File: src/common/rsw_regs.svh
// Register map, field positions and timing counts for the reset and watchdog block.
// Assumes a 32-bit classic Wishbone slave, word registers, byte addresses.
`ifndef RSW_REGS_SVH
`define RSW_REGS_SVH
`define RSW_ADR_W 16
`define RSW_SERVICE_ADR 16'h1ff0
`define RSW_CTRL_ADR 16'h0100
`define RSW_STAT_ADR 16'h0104
`define RSW_CNT_ADR 16'h0108
`define RSW_CLEAR_BIT 0
`define RSW_POR_CYCLES 13'h0fe0
`define RSW_POR_W 13
`define RSW_WDG_TIMEOUT 32'h00040000
`define RSW_WDG_W 32
`define RSW_ILL_LO 13'h0130
`define RSW_ILL_HI 13'h0aff
`define RSW_IO_HI 13'h002f
`define RSW_FETCH_W 13
`define RSW_STAT_W 8
`endif

File: src/common/rsw_pkg.sv
// Types shared by the reset and watchdog block.
// Assumes rsw_regs.svh is included by the design files.
package rsw_pkg;
  typedef enum logic [1:0] {RSW_IDLE, RSW_POR, RSW_HOLD, RSW_RUN} rsw_phase_t;
  typedef struct packed {
    logic cyc;
    logic stb;
    logic we;
    logic [3:0] sel;
    logic [15:0] adr;
    logic [31:0] dat;
  } rsw_wb_req_t;
  typedef struct packed {
    logic [2:0] pin_sync;
    logic pin_low;
    logic ext_active;
    logic ext_done;
    logic wdg_fire;
    logic wdg_done;
    logic ill_fire;
    logic mode_strobe;
    logic [7:0] cause;
    logic ack;
    logic [31:0] rdat;
  } rsw_state_t;
endpackage

File: src/rsw_wdog.sv
// Watchdog counter with power-up hold and halt freeze.
// Assumes the parent gives a one-cycle service pulse and halt level.
`timescale 1ns/100ps
`include "rsw_regs.svh"
module rsw_wdog import rsw_pkg::*; #(
  parameter logic [31:0] TIMEOUT = `RSW_WDG_TIMEOUT
) (
  input wire logic clk,
  input wire logic rst,
  input wire logic enable,
  input wire logic hold,
  input wire logic halted,
  input wire logic service,
  output logic fire,
  output logic [31:0] count
);
  typedef struct packed {
    logic [31:0] cnt;
    logic fire;
  } rsw_wdog_state_t;
  rsw_wdog_state_t st_reg, st_next;
  always_comb begin
    st_next = st_reg;
    st_next.fire = 1'b0;
    if (!enable || hold || service) begin
      st_next.cnt = 32'h0;
    end else if (halted) begin
      st_next.cnt = st_reg.cnt;
    end else if (st_reg.cnt >= TIMEOUT - 32'h1) begin
      st_next.fire = 1'b1;
      st_next.cnt = 32'h0;
    end else begin
      st_next.cnt = st_reg.cnt + 32'h1;
    end
  end
  always_ff @(posedge clk) begin
    if (rst) begin
      st_reg <= '0;
    end else begin
      st_reg <= st_next;
    end
  end
  assign fire = st_reg.fire;
  assign count = st_reg.cnt;
endmodule

File: src/rsw_top.sv
// Reset merger, power-up delay, watchdog and illegal-fetch detector.
// Assumes a fetch strobe from the core and an active-low reset pin via open drain.
`timescale 1ns/100ps
`include "rsw_regs.svh"
module rsw_top import rsw_pkg::*; #(
  parameter bit WDG_PRESENT = 1'b1,
  parameter bit STOP_OPTION = 1'b1,
  parameter logic [31:0] WDG_TIMEOUT = `RSW_WDG_TIMEOUT,
  parameter logic [12:0] POR_CYCLES = `RSW_POR_CYCLES,
  parameter logic [7:0] SERVICE_DATA = 8'hff
) (
  // Clock and reset
  input wire logic CLK,
  input wire logic RST,
  // Reset pin, open drain
  input wire logic RESET_N_IN,
  output logic RESET_N_OUT,
  output logic RESET_N_OE,
  // Oscillator and core
  input wire logic OSC_ACTIVE,
  input wire logic HALT,
  input wire logic IRQ_WAKE,
  input wire logic FETCH,
  input wire logic [12:0] FETCH_ADR,
  output logic CORE_RST,
  output logic SET_IMASK,
  output logic MODE_SAMPLE,
  // Wishbone slave
  input wire logic CYC_I,
  input wire logic STB_I,
  input wire logic WE_I,
  input wire logic [3:0] SEL_I,
  input wire logic [15:0] ADR_I,
  input wire logic [31:0] DAT_I,
  output logic [31:0] DAT_O,
  output logic ACK_O
);
  rsw_state_t st_reg, st_next;
  rsw_phase_t ph_reg, ph_next;
  logic [12:0] por_reg, por_next;
  logic halt_reg, halt_next;
  logic wake_rst_reg, wake_rst_next;
  logic [31:0] wdg_count;
  logic wdg_fire;
  logic service;
  logic req;
  logic ill_hit;
  logic any_src;
  rsw_wb_req_t wb;

  assign wb = '{cyc: CYC_I, stb: STB_I, we: WE_I, sel: SEL_I, adr: ADR_I, dat: DAT_I};
  assign req = wb.cyc && wb.stb && !st_reg.ack;
  // Clear needs bit 0 written as zero with its lane enabled
  assign service = req && wb.we && wb.sel[0] && wb.adr == `RSW_SERVICE_ADR
    && !wb.dat[`RSW_CLEAR_BIT];
  assign ill_hit = FETCH && ((FETCH_ADR >= `RSW_ILL_LO && FETCH_ADR <= `RSW_ILL_HI)
    || FETCH_ADR <= `RSW_IO_HI);
  assign any_src = st_reg.pin_low || st_reg.wdg_fire || st_reg.ill_fire;

  rsw_wdog #(
    .TIMEOUT(WDG_TIMEOUT)
  ) u_wdog (
    .clk(CLK),
    .rst(RST),
    .enable(WDG_PRESENT),
    // Only a reset-ended halt or the power-up phase holds the count
    .hold(ph_reg == RSW_POR || ph_reg == RSW_IDLE || wake_rst_reg),
    .halted(halt_reg && STOP_OPTION),
    .service(service),
    .fire(wdg_fire),
    .count(wdg_count)
  );

  always_comb begin
    st_next = st_reg;
    ph_next = ph_reg;
    por_next = por_reg;
    halt_next = halt_reg;
    wake_rst_next = wake_rst_reg;
    st_next.pin_sync = {st_reg.pin_sync[1:0], RESET_N_IN};
    // Change counts only when stages two and three agree
    if (st_reg.pin_sync[2] == st_reg.pin_sync[1]) begin
      st_next.pin_low = !st_reg.pin_sync[2];
    end
    st_next.ext_done = st_reg.pin_low && !st_next.pin_low;
    st_next.wdg_fire = wdg_fire;
    st_next.ill_fire = ill_hit;
    st_next.wdg_done = st_reg.wdg_fire;
    // Ending pin or watchdog reset alone re-samples the mode
    st_next.mode_strobe = (st_reg.ext_done || st_reg.wdg_done) && ph_reg == RSW_RUN;
    if (st_reg.pin_low) begin
      st_next.cause[0] = 1'b1;
    end
    if (st_reg.wdg_fire) begin
      st_next.cause[1] = 1'b1;
    end
    if (st_reg.ill_fire) begin
      st_next.cause[2] = 1'b1;
    end
    if (STOP_OPTION && HALT && ph_reg == RSW_RUN) begin
      halt_next = 1'b1;
    end else if (IRQ_WAKE) begin
      halt_next = 1'b0;
    end
    if (halt_reg && any_src) begin
      halt_next = 1'b0;
      wake_rst_next = 1'b1;
    end
    case (ph_reg)
      RSW_IDLE: begin
        por_next = 13'h0;
        if (OSC_ACTIVE) begin
          ph_next = RSW_POR;
        end
      end
      RSW_POR: begin
        por_next = por_reg + 13'h1;
        if (por_reg >= POR_CYCLES - 13'h1) begin
          ph_next = RSW_HOLD;
        end
      end
      RSW_HOLD: begin
        if (!any_src) begin
          ph_next = RSW_RUN;
        end
      end
      RSW_RUN: begin
        if (wake_rst_reg) begin
          por_next = por_reg + 13'h1;
          if (por_reg >= POR_CYCLES - 13'h1) begin
            wake_rst_next = 1'b0;
          end
        end else begin
          por_next = 13'h0;
        end
      end
      default: begin
        ph_next = RSW_IDLE;
      end
    endcase
    st_next.ack = req;
    st_next.rdat = 32'h0;
    if (req && !wb.we) begin
      case (wb.adr)
        `RSW_SERVICE_ADR: st_next.rdat = {24'h0, SERVICE_DATA};
        `RSW_STAT_ADR: st_next.rdat = {24'h0, st_reg.cause};
        `RSW_CNT_ADR: st_next.rdat = wdg_count;
        `RSW_CTRL_ADR: st_next.rdat = {30'h0, STOP_OPTION, WDG_PRESENT};
        default: st_next.rdat = 32'h0;
      endcase
    end
    // Status is write-one-to-clear; a new cause wins over the clear
    if (req && wb.we && wb.adr == `RSW_STAT_ADR && wb.sel[0]) begin
      st_next.cause = st_reg.cause & ~wb.dat[7:0];
      st_next.cause[0] = st_next.cause[0] | st_reg.pin_low;
      st_next.cause[1] = st_next.cause[1] | st_reg.wdg_fire;
      st_next.cause[2] = st_next.cause[2] | st_reg.ill_fire;
    end
  end

  always_ff @(posedge CLK) begin
    if (RST) begin
      st_reg <= '0;
      ph_reg <= RSW_IDLE;
      por_reg <= 13'h0;
      halt_reg <= 1'b0;
      wake_rst_reg <= 1'b0;
    end else begin
      st_reg <= st_next;
      ph_reg <= ph_next;
      por_reg <= por_next;
      halt_reg <= halt_next;
      wake_rst_reg <= wake_rst_next;
    end
  end

  // One merged reset for the core and its interrupt mask
  assign CORE_RST = ph_reg != RSW_RUN || any_src || wake_rst_reg;
  assign SET_IMASK = CORE_RST;
  assign MODE_SAMPLE = st_reg.mode_strobe;
  assign RESET_N_OUT = 1'b0;
  assign RESET_N_OE = ph_reg == RSW_POR || ph_reg == RSW_IDLE;
  assign ACK_O = st_reg.ack;
  assign DAT_O = st_reg.rdat;
endmodule

File: config.mk
export PLATFORM = sky130hd
export DESIGN_NAME = rsw_top
export DESIGN_NICKNAME = d
export VERILOG_FILES = /design/src/common/rsw_pkg.sv /design/src/rsw_wdog.sv /design/src/rsw_top.sv
export VERILOG_INCLUDE_DIRS = /design/src /design/src/common
export SDC_FILE = /design/constraint.sdc
export NUM_CORES = 1
export LEC_CHECK = 0
export ABC_CLOCK_PERIOD_IN_PS = 3260
export BUFFER_PORTS_ARGS = -buffer_cell sky130_fd_sc_hd__buf_2
export CAP_MARGIN = 5
export CORE_ASPECT_RATIO = 2
export CORE_MARGIN = 2
export CORE_UTILIZATION = 56
export CTS_CLUSTER_SIZE = 14
export DETAILED_ROUTE_END_ITERATION = 8
export MAX_ROUTING_LAYER = met4
export PLACE_DENSITY = 0.88
export SYNTH_ARGS = -nofsm -noshare
export SYNTH_HDL_FRONTEND = slang
export SYNTH_SLANG_ARGS = --single-unit
File: constraint.sdc
create_clock -name CLK -period 3.26 [get_ports CLK]
set_clock_uncertainty 0.2 [all_clocks]
set_input_delay 0.326 -clock CLK [delete_from_list [all_inputs] [get_ports CLK]]
set_output_delay 0.326 -clock CLK [all_outputs]
set_load 0.05 [all_outputs]
==> results.json, run 1 <==
{
  "fmax_mhz": 447,
  "antenna_found_initial": 0,
  "core_area_um2": 7210,
  "p_leak_nw": 1.91,
  "fin_nets": 573,
  "die_y_um": 125,
  "cts_tree": "built",
  "clk_latency_ns": 0.34,
  "synth_area_leaders": "dfxtp_1, buf_4, nor2_1",
  "clock-sinks": 100,
  "num_io_pins": 113,
  "row_count": 44,
  "synth_nets": 518,
  "synth_cell_type_count": 50,
  "drt_pass1_iterations": 4,
  "crit_required_ns": 3.26,
  "hold_depth": 2,
  "synth_top_area_share": 0.486,
  "max-cap-violations": 0,
  "drc": 0,
  "syn_inst": 435,
  "crit_arrival_ns": 2.24,
  "synth_edf_count": 0,
  "cp_max_fo": 8,
  "antennaDiodeCount": 0,
  "yosysMostFrequentCell": "dfxtp_1",
  "cts-root-buf": "clkbuf_16",
  "cts_buffer_depth": 2,
  "yosys.area.top_type": "dfxtp_1",
  "cts_buffers": 9,
  "fin_crit_ns": 2.24,
  "drv_slew": 0,
  "drtAntennaViolNets": 0,
  "ys_ff_latch": 100,
  "min_from": "FETCH",
  "start_util": 0.571,
  "drive_gt1_frac": 0.209,
  "overflow": 0,
  "post-dp-hpwl_mm": 5.55,
  "clk_pin_slew_ns": 0.06,
  "die_area_um2": 8100,
  "ys.flop_type": "dfxtp_1",
  "hold_path.class": "input pin to flip-flop",
  "grt_pass1_vias": 2974,
  "power.density_nw_per_um2": 558,
  "gp_congestion": 0.833,
  "synth_common_cells": "dfxtp_1, nor2_1, buf_4",
  "worstRegToRegCells": 6,
  "hold_viol": 0,
  "via_per_inst": 5.27,
  "fill_cells": 577,
  "cp-end-kind": "flip-flop",
  "drt-total-wl_mm": 7.95,
  "grt_pass1_wl_mm": 13.2,
  "fin_tns_setup_ns": 0,
  "postSynth.asyncResetShare": 0,
  "r2r_start": "por_reg[0]",
  "critPathLaunch": "ADR_I[10]",
  "netlist_area_um2": 4120,
  "worst_pin_slew_ns": 0.588,
  "ir_worst_vdd_uv": 532,
  "cts_max_level": 3,
  "portBuffers": 80,
  "grt_max_degree": 33,
  "grt.total_usage": 0.215,
  "setup_viol": 0,
  "yosysSeqAreaShare": 0.486,
  "period_share": 0.686,
  "avgSynthCellArea_um2": 9.47,
  "drt_iter0_markers": 124,
  "yosys_warnings": 0,
  "rsz0062_at_grt": "no",
  "worst_slew_margin_rel": 0.607,
  "status": "finished, final reports clean",
  "cp-start-kind": "input pin",
  "hold_slack_ns": 0.0627,
  "worstSetupPathType": "input pin to flip-flop",
  "cts_repair_resize_count": 0,
  "routedWlPerCell_um": 13.6,
  "area.growth.synth_to_final_pct": 13.9,
  "vias": 3088,
  "die_w_um": 64.7
}
-- cells by family (layout without fill, tap and decap cells) --
kind of cell,Yosys count,after routing,share of synthesized area
other cells,1,1,0.000910
buf+inv,63,122,0.0926
xor+xnor,30,30,0.0638
fa+ha+maj,9,9,0.0267
flops,100,100,0.486
mux,4,4,0.0100
simple gates,181,181,0.243
compound gates,47,47,0.0774
-- stage by stage --
step	instances	setup slack (ns)	cell area, um2	util	power [mW]
4_1_cts	586	1.07	4690	0.651	2.62
3_3_place_gp	561	0.809	4320	0.599	1.63
5_1_grt	586	0.859	4690	0.651	2.71
3_5_place_dp	561	0.716	4320	0.599	1.66
2_1_floorplan	435	1.24	4120	-	1.57
6_report	586	1.02	4690	0.651	2.62
-- repair_timing --
| item | 4_1_cts | 5_1_grt |
|---|---|---|
| hold buffers | 10 | 0 |
| hold endpoints to repair | 10 | 0 |
| buffers inserted | 0 | 0 |
-- power breakdown --
part           internal (mW)  total, mW  switching, mW  leakage, nW
combinational          0.137      0.360          0.223        0.971
clock                  0.552      0.970          0.418        0.135
sequential              1.25       1.29         0.0371        0.807
total                   1.94       2.62          0.678         1.91
-- cell usage in the layout (no fill, tap or decap), types with 2 or more instances in the layout --
cell,count
dfxtp_1,100
clkbuf_8,2
a311oi_1,3
and4_1,5
xnor2_1,5
a221o_1,2
nor2b_1,12
and2_1,26
or2_2,2
a22oi_1,7
nand2b_1,9
inv_1,16
mux2i_1,3
nand3_1,15
nor4_1,5
buf_2,80
xor2_1,25
nor2_1,60
a21o_1,2
clkinv_2,2
a21oi_1,20
o21ai_0,3
dlygate4sd3_1,10
nand4_1,9
clkbuf_1,2
or3_1,4
nand2_1,11
ha_1,8
nor3_1,3
a41oi_1,3
nor3b_1,2
and3_1,7
nand3b_1,2
clkbuf_16,9
-- metal layers --
metal	part of all wire	GRT usage	up-vias	wire [um]
li1	-	-	1536	-
met1	0.37	0.209	1450	2930
met2	0.56	0.384	75	4460
met3	0.033	0.0396	27	264
met4	0.037	0.131	0	293
met5	0	-	-	0
-- path summary, 6_finish.rpt --
kind	endpoint	slack, ns
hold / removal	st_reg[42]	0.06
setup / recovery	st_reg[33]	1.02
setup reg to reg	ph_reg[0]	1.08
hold reg to reg	u_wdog.count[20]	0.26
-- worst max-delay path, stage by stage --
cell	delay [ns]
buf_2	0.11
nor4_1	0.37
nand4_2	0.23
nor3b_2	0.47
nor2b_1	0.56
a311oi_1	0.17
-- final cells by class --
class | instances | area [um2] | area share
inverter | 16 | 60.1 | 0.0128
timing repair buffer | 91 | 508 | 0.108
multi-input combinational | 272 | 1740 | 0.370
clock buffer | 13 | 260 | 0.0555
clock inverter | 2 | 10.0 | 0.00213
tap | 92 | 115 | 0.0245
sequential | 100 | 2000 | 0.427
No activity file was read; power rests on OpenSTA's default activity.
==> run 2: changes to the inputs <==
Settings changed: ABC_AREA set to 1, ABC_CLOCK_PERIOD_IN_PS 3260 to 2300, CORE_UTILIZATION 56 to 53, PLACE_DENSITY 0.88 to 0.82.
Clock period 3.26 ns to 2.3 ns, I/O delays scaled along.
==> run 2 against run 1 <==
Compared with the run above:
- global-route usage decreased by 0.82 points
- cell area increased by 11%
- die area increased by 16%
- critical path depth increased by 1
- worst hold slack got worse by 0.048 ns
- utilization decreased by 2.4 points
- critical endpoint is now st_reg[42]
- highest routed layer unchanged
==> results.json, run 2 <==
{
  "clock-sinks": 100,
  "max-cap-violations": 0,
  "final_cell_mix": "dfxtp_1, nor2_1, nand2_1, buf_2, inv_1",
  "critPathLaunch": "FETCH_ADR[12]",
  "muxShareOfSynthArea": 0.00219,
  "post-dp-hpwl_mm": 6.87,
  "ys_ff_latch": 100,
  "drt_iter0_markers": 183,
  "timing.rr.end": "por_reg[10]",
  "power.density_nw_per_um2": 763,
  "synth_cell_type_count": 43,
  "core_area_um2": 8350,
  "cts-root-buf": "clkbuf_16",
  "yosys.area_share.simple": 0.322,
  "drt-total-wl_mm": 9.05,
  "row_count": 47,
  "multi_input_area_um2": 1940,
  "fin_tns_setup_ns": 0,
  "cts_max_level": 3,
  "stdcell_area_um2": 5230,
  "synth_compound_area_frac": 0.0548,
  "die_y_um": 135,
  "fmax_mhz": 467,
  "post_dp_cell_area_um2": 4800,
  "cts_buffer_depth": 2,
  "die_w_um": 69.6,
  "clk_pin_slew_ns": 0.07,
  "syn_inst": 576,
  "cp_max_fo": 1,
  "p_leak_nw": 2.14,
  "cts_tree": "built",
  "synth_area_leaders": "dfxtp_1, nor2_1, nand2_1",
  "gp_congestion": 0.883,
  "vias": 3683,
  "drt_pass1_iterations": 4,
  "drtAntennaViolNets": 0,
  "worstRegToRegCells": 9,
  "drc": 0,
  "synth-xor-area-share": 0.0230,
  "crit_required_ns": 2.39,
  "num_io_pins": 113,
  "grt_max_degree": 25,
  "antenna_found_initial": 0,
  "post_cts_buffers": 0,
  "grt.total_usage": 0.207,
  "ys.flop_type": "dfxtp_1",
  "regToRegSetupSlack_ns": 0.25,
  "yosysMostFrequentCell": "dfxtp_1",
  "area.growth.synth_to_final_pct": 14.5,
  "drv_slew": 0,
  "via_per_inst": 4.96,
  "synth_top_area_share": 0.438,
  "cp-start-kind": "input pin",
  "antennaDiodeCount": 0,
  "postSynth.asyncResetShare": 0,
  "rsz0062_at_grt": "no",
  "worstSetupPathType": "input pin to flip-flop",
  "setup_viol": 0,
  "routedWlPerCell_um": 12.2,
  "overflow": 0,
  "cts_buffers": 9,
  "period_share": 0.932,
  "synth_fa_ha_area_frac": 0.0219,
  "r2r_start": "ph_reg[0]",
  "drive_gt1_frac": 0.243,
  "regArea_um2": 2000,
  "wirelength_met1_mm": 3.26,
  "status": "finished, final reports clean",
  "hold_viol": 0,
  "netlist_area_um2": 4570,
  "dr_wl_met2_mm": 5.19,
  "grt_pass1_wl_mm": 15.2,
  "mostFrequentLayoutCell": "dfxtp_1",
  "wl_met3_um": 333,
  "die_area_um2": 9420,
  "synth_top_family_by_area": "simple AND/OR/NAND/NOR gates",
  "yosysSeqAreaShare": 0.438,
  "synth_edf_count": 0,
  "fin_crit_ns": 2.14,
  "yosys_warnings": 0,
  "crit_arrival_ns": 2.24,
  "start_util": 0.547,
  "cp-end-kind": "flip-flop",
  "clk_latency_ns": 0.35,
  "synth_nets": 659,
  "portBuffers": 80,
  "avgSynthCellArea_um2": 7.93,
  "fin_nets": 723,
  "fill_cells": 722,
  "finish.utilization": 0.626,
  "grt_pass1_vias": 3639,
  "synth_common_cells": "dfxtp_1, nor2_1, nand2_1",
  "endpoint": "st_reg[42]",
  "hold_path.class": "input pin to flip-flop",
  "yosys.area.top_type": "dfxtp_1",
  "ir_worst_vdd_uv": 722,
  "top_layer": "met4"
}
## run 2: changes by cell type in the layout (fill, tap and decap cells not counted), sizes merged, moves of 7 or more
| cell | delta |
|---|---|
| inv | +67 |
| a22oi | -7 |
| nor2 | +42 |
| nand2 | +82 |
| nand2b | -9 |
| xor2 | -14 |
| nor3 | +43 |
| o21ai | +12 |
| nand3 | +12 |
| nor2b | -12 |
| and2 | -26 |
## run 2: worst min path at each step
stage	endpoint	from	depth (start not counted)
finish	ACK_O	STB_I	5
global route	st_reg[35]	DAT_I[2]	4
CTS	st_reg[33]	DAT_I[0]	4
detailed placement	st_next[50]	st_next[49]	2
global placement	st_next[50]	st_next[49]	2
floorplan	ACK_O	RST	1
## run 2: report_power, final
| part | switching (mW) | leakage [nW] | internal, mW |
|---|---|---|---|
| clock network | 0.682 | 0.154 | 0.896 |
| registers | 0.0538 | 0.808 | 1.78 |
| logic | 0.396 | 1.18 | 0.189 |
| total | 1.13 | 2.14 | 2.86 |
## run 2: metal layers
| metal | global-route usage | vias up |
|---|---|---|
| li1 | - | 1909 |
| met1 | 0.184 | 1677 |
| met2 | 0.396 | 74 |
| met3 | 0.0439 | 23 |
| met4 | 0.118 | 0 |
| met5 | - | - |
## run 2: area by class of cell
| class | count | area share |
|---|---|---|
| tap | 98 | 0.0234 |
| inverter | 80 | 0.0574 |
| sequential | 100 | 0.383 |
| timing repair buffer | 96 | 0.105 |
| clock buffer | 10 | 0.0457 |
| clock inverter | 6 | 0.0148 |
| multi-input combinational | 353 | 0.371 |
## run 2: metrics by stage
stage	hold slack [ns]	worst slack, ns	cells	power, mW
3_5_place_dp	0.207	0.201	716	2.44
4_1_cts	0.000997	0.184	743	4.03
3_3_place_gp	0.196	0.298	716	2.41
6_report	0.0149	0.157	743	3.99
2_1_floorplan	0.114	0.231	576	2.30
5_1_grt	0.0199	0.0416	743	4.18
## run 2: worst max-delay path: stages
cell and delay, ns:
dlygate4sd3_1 0.53, buf_2 0.12, nor2_1 0.08, nand2_1 0.05, dlygate4sd3_1 0.55, a21oi_1 0.12, dlygate4sd3_1 0.56
## run 2: cells by family after synthesis
group,Yosys count
muxes,1
and+or+nand+nor,288
xor gates and xnor gates,12
DFF,100
other,1
AOI/OAI and AO/OA,43
adders and majority gates,8
buffers and inverters,123
## run 2: what timing repair did
item | in CTS | in global routing
endpoints found under the setup margin | 0 | 1
endpoints found under the hold margin | 9 | 0
hold buffers | 11 | 0
resized for setup | 0 | 1
==> run 3: changes to the inputs <==
Settings changed: ABC_CLOCK_PERIOD_IN_PS 2300 to 2340.
Clock period 2.3 ns to 2.34 ns, I/O delays scaled along.
==> run 3 against run 2 <==
Compared with the run above:
- utilization decreased by 0.43 points
- total power is 5.3% lower
- largest power group unchanged
- global-route usage increased by 0.53 points
- die area stayed put
- clock power decreased by 11%
- largest cell class unchanged
- worst hold slack barely moved
- first-iteration DRC count rose by 25%
==> results.json, run 3 (synthesis results as in run 2) <==
{
  "status": "finished, final reports clean",
  "max_stage_delay_ns": 0.55,
  "via_per_inst": 4.96,
  "hold_path.class": "input pin to flip-flop",
  "r2r_start": "ph_reg[0]",
  "fmax_mhz": 468,
  "drc": 0,
  "top_layer": "met4",
  "timing.rr.end": "por_reg[10]",
  "antenna_found_initial": 0,
  "die_y_um": 135,
  "wirelength_met1_mm": 3.23,
  "antennaDiodeCount": 0,
  "crit_top_cell": "dlygate4sd3_1",
  "cts_buffers": 9,
  "min_from": "DAT_I[0]",
  "path_buf_inv": 4,
  "mostFrequentLayoutCell": "dfxtp_1",
  "dp_cells": 716,
  "final_cell_mix": "dfxtp_1, nor2_1, nand2_1, buf_2, inv_1",
  "worstRegToRegCells": 9,
  "core_area_um2": 8350,
  "die_area_um2": 9420,
  "fin_crit_ns": 2.14,
  "overflow": 0,
  "drt_pass1_iterations": 5,
  "stdcell_area_um2": 5190,
  "clk_latency_ns": 0.35,
  "cts-root-buf": "clkbuf_16",
  "hold_depth": 4,
  "cp_cell_sequence": "dlygate4sd3_1 > buf_2 > nor2_1 > nand2_1 > dlygate4sd3_1 > a21oi_1 > dlygate4sd3_1",
  "worstSetupPathType": "input pin to flip-flop",
  "drive_gt1_frac": 0.242,
  "cp-end-kind": "flip-flop",
  "cts_max_level": 3,
  "p_clk_frac": 0.371,
  "grt.total_usage": 0.213,
  "crit_arrival_ns": 2.23,
  "row_count": 47,
  "ir_worst_vdd_uv": 481,
  "cts_tree": "built",
  "fin_nets": 723,
  "cts_buffer_depth": 2,
  "cp-start-kind": "input pin",
  "gp_congestion": 0.914,
  "max-cap-violations": 0,
  "regToRegSetupSlack_ns": 0.28,
  "p_sw_mw": 1.11,
  "power.density_nw_per_um2": 728,
  "min_to": "st_reg[33]",
  "intPower_mw": 2.67,
  "area.growth.synth_to_final_pct": 13.8,
  "clock-sinks": 100,
  "dr_wl_met2_mm": 5.35,
  "pwr-share-seq": 0.475,
  "wl_met3_um": 335,
  "grt_pass1_wl_mm": 15.6,
  "clk_pin_slew_ns": 0.07,
  "fin_cells": 743,
  "crit_required_ns": 2.43,
  "rsz0062_at_grt": "no",
  "fin_tns_setup_ns": 0,
  "die_w_um": 69.6,
  "swShare": 0.295,
  "grt_max_degree": 25,
  "start_util": 0.547,
  "cp_max_fo": 1,
  "num_io_pins": 113,
  "post_dp_cell_area_um2": 4800,
  "p_leak_nw": 2.12,
  "drv_slew": 0,
  "hold_viol": 0,
  "vias": 3683,
  "portBuffers": 80,
  "drtAntennaViolNets": 0,
  "cpMaxStageDelayCell": "dlygate4sd3_1",
  "finalPower_mw": 3.78,
  "critPathTopFamily": "buffers and inverters",
  "post-dp-hpwl_mm": 7.07,
  "routedWlPerCell_um": 12.4,
  "comb_power_share": 0.154,
  "setup_viol": 0,
  "drt-total-wl_mm": 9.19,
  "period_share": 0.913,
  "grt_pass1_vias": 3721,
  "drt_iter0_markers": 228
}
## run 3: changes by cell type in the layout (fill, tap and decap cells not counted), sizes merged
cell      previous run  this run
clkbuf              10         9
bufinv               1         0
clkinvlp             1         2
inv                 83        82
clkinv               1         3
## run 3: power groups by stage
stage	Combinational (mW)	Clock [mW]	Sequential, mW
final	0.581	1.40	1.80
after global routing	0.648	1.51	1.80
after CTS	0.582	1.43	1.80
after detailed placement	0.566	0	1.84
after global placement	0.539	0	1.83
after floorplan	0.436	0	1.83
## run 3: worst register-to-register path: cells and delay by family (launching register included)
family	cells	cell delay [ns]
flops	1	0.41
buf+inv	2	0.26
compound gates	2	0.22
fa+ha+maj	1	0.29
simple gates	4	0.62
## run 3: layout make-up
cell class | instances | area, um2
fillers | 735 | 3160
flip-flops and latches | 100 | 2000
multi-input cells | 353 | 1940
repair buffers | 96 | 548
inverters | 80 | 300
clock buffers | 9 | 225
well taps | 98 | 123
clock inverters | 7 | 57.6
## run 3: through the flow
step | setup WS (ns) | utilization | hold slack [ns]
floorplan | 0.271 | - | 0.118
global placement | 0.367 | 0.575 | 0.196
detailed placement | 0.303 | 0.575 | 0.196
CTS | 0.213 | 0.622 | 0.00434
global route | 0.0511 | 0.622 | 0.0459
finish | 0.204 | 0.622 | 0.0152
## run 3: how the worst max path moves through the flow
stage,cells after the start,slack (ns),start,to
5_1_grt,9,0.05,ph_reg[0],por_reg[10]
6_report,7,0.20,FETCH_ADR[12],st_reg[42]
4_1_cts,7,0.21,FETCH_ADR[12],st_reg[42]
2_1_floorplan,8,0.27,ph_reg[1],u_wdog.count[22]
3_3_place_gp,8,0.37,ph_reg[0],por_reg[6]
3_5_place_dp,9,0.30,ph_reg[0],por_reg[10]
## run 3: metal layers
| layer | GRT usage | vias to the layer above |
|---|---|---|
| li1 | - | 1915 |
| met1 | 0.182 | 1672 |
| met2 | 0.409 | 70 |
| met3 | 0.0499 | 26 |
| met4 | 0.123 | 0 |
| met5 | - | - |
## run 3: timing repair
action / 4_1_cts / 5_1_grt
buffers inserted: 0 / 0
hold buffers: 11 / 0
endpoints found under the hold margin: 9 / 0
resized for setup: 0 / 0
